`config.mk`:
```
export PLATFORM = sky130hd
export DESIGN_NAME = asc_alu
export DESIGN_NICKNAME = d
export VERILOG_FILES = /design/src/asc_alu_unused_guard.sv /design/src/asc_pkg.sv /design/src/asc_add_if.sv /design/src/asc_adder.sv /design/src/asc_alu.sv
export SDC_FILE = /design/constraint.sdc
export NUM_CORES = 1
export LEC_CHECK = 0
export ABC_AREA = 1
export BUFFER_PORTS_ARGS = -buffer_cell sky130_fd_sc_hd__buf_2
export CAP_MARGIN = 5
export CORE_MARGIN = 5
export CORE_UTILIZATION = 50
export CTS_BUF_LIST = sky130_fd_sc_hd__clkbuf_8
export DETAILED_ROUTE_END_ITERATION = 10
export PLACE_DENSITY_LB_ADDON = 0.15
export SKIP_LAST_GASP = 1
export SLEW_MARGIN = 20
export SYNTH_ARGS = -nofsm -noshare
export SYNTH_HDL_FRONTEND = slang
export SYNTH_HIERARCHICAL = 1
export SYNTH_SLANG_ARGS = --single-unit
export TNS_END_PERCENT = 5
```
`constraint.sdc`:
```
create_clock -name core_clk_i -period 3.2 [get_ports core_clk_i]
set_input_delay 0.16 -clock core_clk_i [delete_from_list [all_inputs] [get_ports core_clk_i]]
set_output_delay 0.16 -clock core_clk_i [all_outputs]
set_load 0.03 [all_outputs]
```
`src/asc_alu_unused_guard.sv`:
```
// Purpose : (none)
`timescale 1ns/1ps
`default_nettype none
`default_nettype wire

```
`src/asc_pkg.sv`:
```
// Purpose : Shared constants and types of the add/subtract datapath.
// Assumes : Sixteen core registers indexed 0..15, 32-bit data.
// Notes   : Every index and mask, and the flag, data, index and sync reset values used by the design, live here.
`default_nettype none

package asc_pkg;

    // ------------------------------------------------------------------
    // Widths and register indices
    // ------------------------------------------------------------------
    localparam int unsigned DATA_W     = 32;
    localparam int unsigned IDX_W      = 4;
    localparam int unsigned IMM_W      = 12;
    localparam int unsigned SHAMT_W    = 5;

    localparam logic [3:0]  SP_IDX     = 4'h0_00D;
    localparam logic [3:0]  PC_IDX     = 4'h0_00F;

    // ------------------------------------------------------------------
    // Operand limits and masks
    // ------------------------------------------------------------------
    localparam logic [4:0]  SP_SHIFT_MAX   = 5'h0_003;
    localparam logic [31:0] PC_ALIGN_MASK  = 32'hFFFF_FFFC;
    localparam logic [31:0] BRANCH_MASK    = 32'hFFFF_FFFE;
    localparam logic [19:0] IMM_ZERO_EXT   = 20'h0_0000;

    // ------------------------------------------------------------------
    // Reset values
    // ------------------------------------------------------------------
    localparam logic        FLAG_RST       = 1'b0;
    localparam logic [31:0] DATA_RST       = 32'h0000_0000;
    localparam logic [3:0]  IDX_RST        = 4'h0_000;
    localparam logic [1:0]  SYNC_RST       = 2'h0_000;

    // ------------------------------------------------------------------
    // Operation codes
    // ------------------------------------------------------------------
    typedef enum logic [2:0] {
        ASC_OP_PLUS              = 3'b000,
        ASC_OP_PLUS_CARRY        = 3'b001,
        ASC_OP_MINUS             = 3'b010,
        ASC_OP_MINUS_WITH_BORROW = 3'b011,
        ASC_OP_REVERSE_MINUS     = 3'b100
    } asc_op_t;

endpackage

`default_nettype wire

```
`src/asc_add_if.sv`:
```
// Purpose : Carries one addition request and its answer between modules.
// Assumes : Purely combinational path, no handshake.
// Notes   : Subtraction is expressed by the user as a + ~b + cin.
`timescale 1ns/1ps
`default_nettype none

interface asc_add_if;
    logic [31:0] a;
    logic [31:0] b;
    logic        cin;
    logic [31:0] sum;
    logic        cout;
    logic        ovf;

    modport user  (output a, output b, output cin,
                   input  sum, input cout, input ovf);
    modport adder (input  a, input b, input cin,
                   output sum, output cout, output ovf);
endinterface

`default_nettype wire

```
`src/asc_adder.sv`:
```
// Purpose : 32-bit adder with carry in, carry out and signed overflow.
// Assumes : Caller inverts b for subtraction.
// Notes   : Carry out of a + ~b + 1 is the no-borrow indication.
`timescale 1ns/1ps
`default_nettype none

module asc_adder
    import asc_pkg::*;
(
    // Request and answer
    asc_add_if.adder bus
);

    logic [32:0] wide_sum;

    always_comb begin
        wide_sum = {1'b0, bus.a} + {1'b0, bus.b} + {32'h0000_0000, bus.cin};
    end

    assign bus.sum  = wide_sum[31:0];
    assign bus.cout = wide_sum[32];
    // Same-sign inputs giving a different-sign result
    assign bus.ovf  = (bus.a[31] == bus.b[31]) && (wide_sum[31] != bus.a[31]);

endmodule

`default_nettype wire

```
`src/asc_alu.sv`:
```
// Purpose : Add/subtract datapath stage with condition flags and branch.
// Assumes : Issue fields are synchronous to core_clk_i and valid one cycle.
// Notes   : One cycle latency; flags update at the issue edge so that a
//           carry-using operation issued the very next cycle sees them.
`timescale 1ns/1ps
`default_nettype none

module asc_alu
    import asc_pkg::*;
(
    // Clock and reset
    input  wire logic                core_clk_i,
    input  wire logic                resetn_i,

    // Issue from decode stage
    input  wire logic                issue_valid_i,
    input  wire asc_op_t             op_i,
    input  wire logic                imm_form_i,
    input  wire logic                wide_form_i,
    input  wire logic                set_flags_i,
    input  wire logic                dest_present_i,
    input  wire logic [IDX_W-1:0]    dest_idx_i,
    input  wire logic [IDX_W-1:0]    first_idx_i,
    input  wire logic                second_is_reg_i,
    input  wire logic [IDX_W-1:0]    index_idx_i,
    input  wire logic                shift_is_lsl_i,
    input  wire logic [SHAMT_W-1:0]  shift_amt_i,
    input  wire logic                in_predicated_group_i,
    input  wire logic                last_in_group_i,

    // Register file operand values and the twelve-bit constant
    input  wire logic [DATA_W-1:0]   first_operand_register_i,
    input  wire logic [DATA_W-1:0]   flexible_second_operand_i,
    input  wire logic [IMM_W-1:0]    twelve_bit_constant_i,

    // Write-back to register file
    output logic                     wb_valid_o,
    output logic [IDX_W-1:0]         wb_idx_o,
    output logic [DATA_W-1:0]        wb_data_o,

    // Branch request
    output logic                     branch_valid_o,
    output logic [DATA_W-1:0]        branch_addr_o,

    // Condition flags
    output logic                     flag_n_o,
    output logic                     flag_z_o,
    output logic                     flag_c_o,
    output logic                     flag_v_o,

    // Operand misuse report
    output logic                     usage_fault_o
);

    // ------------------------------------------------------------------
    // Reset release
    // ------------------------------------------------------------------
    logic [1:0] rst_sync_reg;
    logic       rst_n;

    always_ff @(posedge core_clk_i or negedge resetn_i) begin
        if (!resetn_i) begin
            rst_sync_reg <= SYNC_RST;
        end else begin
            rst_sync_reg <= {rst_sync_reg[0], 1'b1};
        end
    end

    assign rst_n = rst_sync_reg[1];

    // ------------------------------------------------------------------
    // State
    // ------------------------------------------------------------------
    logic              flag_n_reg, flag_n_next;
    logic              flag_z_reg, flag_z_next;
    logic              flag_c_reg, flag_c_next;
    logic              flag_v_reg, flag_v_next;
    logic              wb_valid_reg, wb_valid_next;
    logic [IDX_W-1:0]  wb_idx_reg, wb_idx_next;
    logic [DATA_W-1:0] wb_data_reg, wb_data_next;
    logic              branch_valid_reg, branch_valid_next;
    logic [DATA_W-1:0] branch_addr_reg, branch_addr_next;
    logic              fault_reg, fault_next;

    // ------------------------------------------------------------------
    // Adder
    // ------------------------------------------------------------------
    asc_add_if add_bus ();

    asc_adder u_adder (
        .bus (add_bus)
    );

    // ------------------------------------------------------------------
    // Decode and operand selection
    // ------------------------------------------------------------------
    logic              const_form;
    logic              op_plus_minus;
    logic              op_bad;
    logic              first_is_pc;
    logic [DATA_W-1:0] base;
    logic [DATA_W-1:0] second;
    logic [IDX_W-1:0]  dest_idx;
    logic              pc_branch;
    logic              fault_pc_first;
    logic              fault_pc_dest;
    logic              fault_sp_dest;
    logic              fault_second;
    logic              fault;
    logic              flags_wanted;

    always_comb begin
        const_form    = imm_form_i || wide_form_i;
        op_plus_minus = (op_i == ASC_OP_PLUS) || (op_i == ASC_OP_MINUS);
        first_is_pc   = (first_idx_i == PC_IDX);

        base = first_operand_register_i;
        if (first_is_pc) begin
            base = first_operand_register_i & PC_ALIGN_MASK;
        end

        // Constant forms zero-extend, giving 0..4095
        if (const_form) begin
            second = {IMM_ZERO_EXT, twelve_bit_constant_i};
        end else begin
            second = flexible_second_operand_i;
        end

        // Missing destination falls back to the first operand register
        dest_idx = dest_present_i ? dest_idx_i : first_idx_i;

        pc_branch = (dest_idx == PC_IDX) && first_is_pc
                    && (op_i == ASC_OP_PLUS) && !const_form
                    && second_is_reg_i;
    end

    // ------------------------------------------------------------------
    // Adder request
    // ------------------------------------------------------------------
    always_comb begin
        op_bad      = 1'b0;
        add_bus.a   = base;
        add_bus.b   = second;
        add_bus.cin = 1'b0;
        unique case (op_i)
            ASC_OP_PLUS: begin
                add_bus.a   = base;
                add_bus.b   = second;
                add_bus.cin = 1'b0;
            end
            ASC_OP_PLUS_CARRY: begin
                add_bus.a   = base;
                add_bus.b   = second;
                add_bus.cin = flag_c_reg;
            end
            ASC_OP_MINUS: begin
                add_bus.a   = base;
                add_bus.b   = ~second;
                add_bus.cin = 1'b1;
            end
            ASC_OP_MINUS_WITH_BORROW: begin
                // Carry clear costs one extra: a + ~b + c
                add_bus.a   = base;
                add_bus.b   = ~second;
                add_bus.cin = flag_c_reg;
            end
            ASC_OP_REVERSE_MINUS: begin
                add_bus.a   = second;
                add_bus.b   = ~base;
                add_bus.cin = 1'b1;
            end
            default: begin
                op_bad = 1'b1;
            end
        endcase
    end

    // ------------------------------------------------------------------
    // Operand misuse checks
    // ------------------------------------------------------------------
    // Misused forms are unpredictable; squashing them keeps state clean.
    always_comb begin
        fault_pc_first = first_is_pc && !pc_branch
                         && (!op_plus_minus || set_flags_i
                             || !const_form);
        fault_pc_dest  = (dest_idx == PC_IDX)
                         && (!pc_branch || set_flags_i
                             || (index_idx_i == PC_IDX)
                             || (index_idx_i == SP_IDX)
                             || (in_predicated_group_i
                                 && !last_in_group_i));
        fault_sp_dest  = (dest_idx == SP_IDX)
                         && (!op_plus_minus || (first_idx_i != SP_IDX)
                             || (second_is_reg_i && !const_form
                                 && (shift_amt_i != 5'h0_000)
                                 && (!shift_is_lsl_i
                                     || (shift_amt_i > SP_SHIFT_MAX))));
        fault_second   = second_is_reg_i && !const_form
                         && ((index_idx_i == SP_IDX)
                             || (index_idx_i == PC_IDX));
        fault          = op_bad || (const_form && !op_plus_minus)
                         || fault_pc_first || fault_pc_dest
                         || fault_sp_dest || fault_second;
        // Constant forms carry no flag suffix
        flags_wanted   = set_flags_i && !const_form;
    end

    // ------------------------------------------------------------------
    // Next state
    // ------------------------------------------------------------------
    always_comb begin
        flag_n_next       = flag_n_reg;
        flag_z_next       = flag_z_reg;
        flag_c_next       = flag_c_reg;
        flag_v_next       = flag_v_reg;
        wb_valid_next     = 1'b0;
        wb_idx_next       = wb_idx_reg;
        wb_data_next      = wb_data_reg;
        branch_valid_next = 1'b0;
        branch_addr_next  = branch_addr_reg;
        fault_next        = 1'b0;

        if (issue_valid_i) begin
            fault_next = fault;
            if (!fault) begin
                if (flags_wanted) begin
                    flag_n_next = add_bus.sum[31];
                    flag_z_next = (add_bus.sum == DATA_RST);
                    flag_c_next = add_bus.cout;
                    flag_v_next = add_bus.ovf;
                end
                if (pc_branch) begin
                    branch_valid_next = 1'b1;
                    branch_addr_next  = add_bus.sum & BRANCH_MASK;
                end else begin
                    wb_valid_next = 1'b1;
                    wb_idx_next   = dest_idx;
                    wb_data_next  = add_bus.sum;
                end
            end
        end
    end

    // ------------------------------------------------------------------
    // Registers
    // ------------------------------------------------------------------
    always_ff @(posedge core_clk_i or negedge rst_n) begin
        if (!rst_n) begin
            flag_n_reg       <= FLAG_RST;
            flag_z_reg       <= FLAG_RST;
            flag_c_reg       <= FLAG_RST;
            flag_v_reg       <= FLAG_RST;
            wb_valid_reg     <= 1'b0;
            wb_idx_reg       <= IDX_RST;
            wb_data_reg      <= DATA_RST;
            branch_valid_reg <= 1'b0;
            branch_addr_reg  <= DATA_RST;
            fault_reg        <= 1'b0;
        end else begin
            flag_n_reg       <= flag_n_next;
            flag_z_reg       <= flag_z_next;
            flag_c_reg       <= flag_c_next;
            flag_v_reg       <= flag_v_next;
            wb_valid_reg     <= wb_valid_next;
            wb_idx_reg       <= wb_idx_next;
            wb_data_reg      <= wb_data_next;
            branch_valid_reg <= branch_valid_next;
            branch_addr_reg  <= branch_addr_next;
            fault_reg        <= fault_next;
        end
    end

    // ------------------------------------------------------------------
    // Outputs
    // ------------------------------------------------------------------
    assign wb_valid_o     = wb_valid_reg;
    assign wb_idx_o       = wb_idx_reg;
    assign wb_data_o      = wb_data_reg;
    assign branch_valid_o = branch_valid_reg;
    assign branch_addr_o  = branch_addr_reg;
    assign flag_n_o       = flag_n_reg;
    assign flag_z_o       = flag_z_reg;
    assign flag_c_o       = flag_c_reg;
    assign flag_v_o       = flag_v_reg;
    assign usage_fault_o  = fault_reg;

endmodule

`default_nettype wire

```
==> impl_results.md <==
- Cells along the critical path: buf_2, nor2_1, inv_1, nor2_4, inv_2, buf_8, nand2_1, o21ai_0, ha_1, a21oi_1, o21ai_0, nand2_1, nand2_1, a21oi_1, nand2_1, nand2_1, nand2_1, nor2_1, nand4_1, nand3b_1, nor2_1, nand4_1, nand2_1
- CP delay by family, top: simple AND/OR/NAND/NOR gates
- CTS Buffer Depth: 2
- Total clock sinks: 76
- Max transition margin: 39.9%
- Leading area contributor after synthesis: dfrtp_1
- Hold slack: 123 ps
- Post-Layout Cell Count: 1494
- Total Wirelength: 19600 µm
- Syn Nets: 1193
- Register area share after synthesis: 28.2%
- Startpoint Class: primary input
- GRT Overall Usage: 24.4%
- Synth Cell Area: 0.00675 mm²
- Area delta synth->final: 31.9%
- GR Overflow Total: 0
- Initial Util: 50.9%
- Pwr Total: 4.33 mW
- Finished Cell Area: 0.00890 mm²
- Die H: 126 µm
- First element of the critical path: op_i[1]
- Status: completed
- Placed insts: 1473
- Row count: 42
- Largest net degree at the start of global routing: 75
- Final ANT Viol Nets: 0
- Buffers added on ports: 179
- CTS root buf: clkbuf_8
- Fin. max-slew vios: 0
- Final #Nets: 1453
- RD Place Congestion: 0.921
- Synthesized area per cell: 6.41 µm²
- Num ports: 182
- Netlist cell types: 36
- CTS tree: done
- Critical path's largest stage delay: 400 ps
- Period utilization: 91.3%
- Peak supply drop: 0.219 mV
- Die ar.: 0.0159 mm²
- H-Tree Level Count: 3
- DRT Pass-1 Iters: 7
- Syn. warnings: 6
- PwrDens: 486 mW/mm²
- Die width: 126 µm
- Worst path bufs/invs: 4
- CP arrival: 3200 ps
- Core area: 0.0132 mm²
- Area fraction of the dominant cell type after synthesis: 28.2%
- Crit path max fanout: 69
- PnR worst setup slack: 280 ps
- Placed cell area: 0.00854 mm²
- Hold WC Path Type: in -> async
- Vias: 7768
- CP Data Required Time: 3480 ps
- Slew @ Worst Pin: 901 ps
- Mapped Cells: 1053
- Final Hold Fails: 0
- Vias in the first global route: 7116
- Yosys reg bits: 76
- Initial antenna violation count: 0
- Clock tree skew after final layout: 12.0 ps
- Number of flip-flops in the largest register: 32
- Highest-delay cell along the critical path: ha_1
- R2r worst-path depth: 20
- ANT cells: 0
- Dpl hpwl: 15900 µm
- Worst skew pair latency: 350 ps
- Crit Path Class: in -> reg
- Reg2reg end: flag_z_o$_DFFE_PN0P_
- First-pass GRT wire length: 33100 µm
- Max-cap check violation count: 0
- Final setup fails: 0
- Worst reg2reg path startpoint: flag_c_o$_DFFE_PN0P_
- Clock transition at path regs: 70 ps
- Drc violations: 0
- Fin crit period: 2920 ps
- Critical Path Most Common Cell: nand2_1
- Vias/cell: 5.20
- Utilization after layout: 67.2%
- Achievable Freq: 0.342 GHz
- Number of CTS-inserted buffers: 9
- Layout cells sized above 1: 27.3%
- FF-to-FF setup slack: 290 ps
- Leakage Power: 5.08 nW
- Dpl ws: -207 ps
- Iter 0 DRT Violations: 482
- Setup TNS: 0 ps
- Critical Path End Type: flop
- Most area-consuming cells after synthesis: dfrtp_1, nand2_1, nand4_1, ha_1, inv_1
- Wire per inst: 13.1 µm
## worst max-delay path by stage
stage                                       to  slack [ps]  depth (start not counted)
after floorplan           flag_z_o$_DFFE_PN0P_           5                         22
after global placement    flag_z_o$_DFFE_PN0P_        -140                         23
after detailed placement  flag_z_o$_DFFE_PN0P_        -210                         22
after CTS                 flag_z_o$_DFFE_PN0P_         140                         22
after global routing      flag_z_o$_DFFE_PN0P_         -20                         22
final                     flag_z_o$_DFFE_PN0P_         280                         23
## routing by layer
layer	wire length, µm	vias up	track usage, %	share of wire, %
met2	8640	260	37.6	44
met5	0	-	0	0
met3	1210	15	2.79	6.2
met1	9520	3477	36.7	48
met4	261	0	5.62	1.3
li1	-	4016	-	-
## Yosys cell counts (all sizes together)
master	count
o211ai	2
a21oi	32
nor2	87
xor2	20
ha	31
fa	2
o21a	3
conb	2
a21o	2
nand2	426
o21ai	51
nor4	5
o22ai	1
and3	1
dfrtp	76
or2	5
nor3	6
clkbuf	32
nand3b	4
inv	93
nand3	30
o21bai	6
o221ai	30
mux2i	7
nand4	83
buf	16
## layout by cell type, fill, tap and decap left out, drive strengths merged
master and instances:
o21bai 6, o21ai 51, nand4 83, o22ai 1, dlygate4sd3 1, bufinv 3, nand3b 4, nor4 5
nor2 87, and3 1, nand3 30, o21a 3, inv 94, nand2 426, o211ai 2, buf 296
mux2i 7, dfrtp 76, fa 2, o221ai 30, a21o 2, a21oi 32, ha 31, clkinv 1
xor2 20, clkbuf 11, conb 2, or2 5, nor3 6
## where the power goes
group | switching, mW | internal [mW]
Combinational | 1.35 | 0.869
Clock | 0.328 | 0.557
Sequential | 0.0947 | 1.13
Total | 1.77 | 2.56
## cell type report
cell class	instances	area (µm²)
repair buffers	297	1830
fillers	1289	4340
clock inverters	5	98.8
multi-input cells	836	4350
clock buffers	11	151
well taps	176	220
inverters	93	349
flip-flops and latches	76	1900
## timing repair
item	4_1_cts	5_1_grt
setup buffers	0	4
hold buffers	1	0
setup endpoints to repair	0	2
hold endpoints to repair	2	0
gates resized for setup	0	24
## cell families after synthesis
kind of cell | synth area share [%]
buffers and inverters | 8.42
flip-flops | 28.2
multiplexers | 1.04
adder cells (fa/ha/maj) | 6.34
other | 0.111
XOR/XNOR | 2.60
AO/OA/AOI/OAI | 11.6
AND/OR/NAND/NOR | 41.7
(Power assumes the default switching activity.)
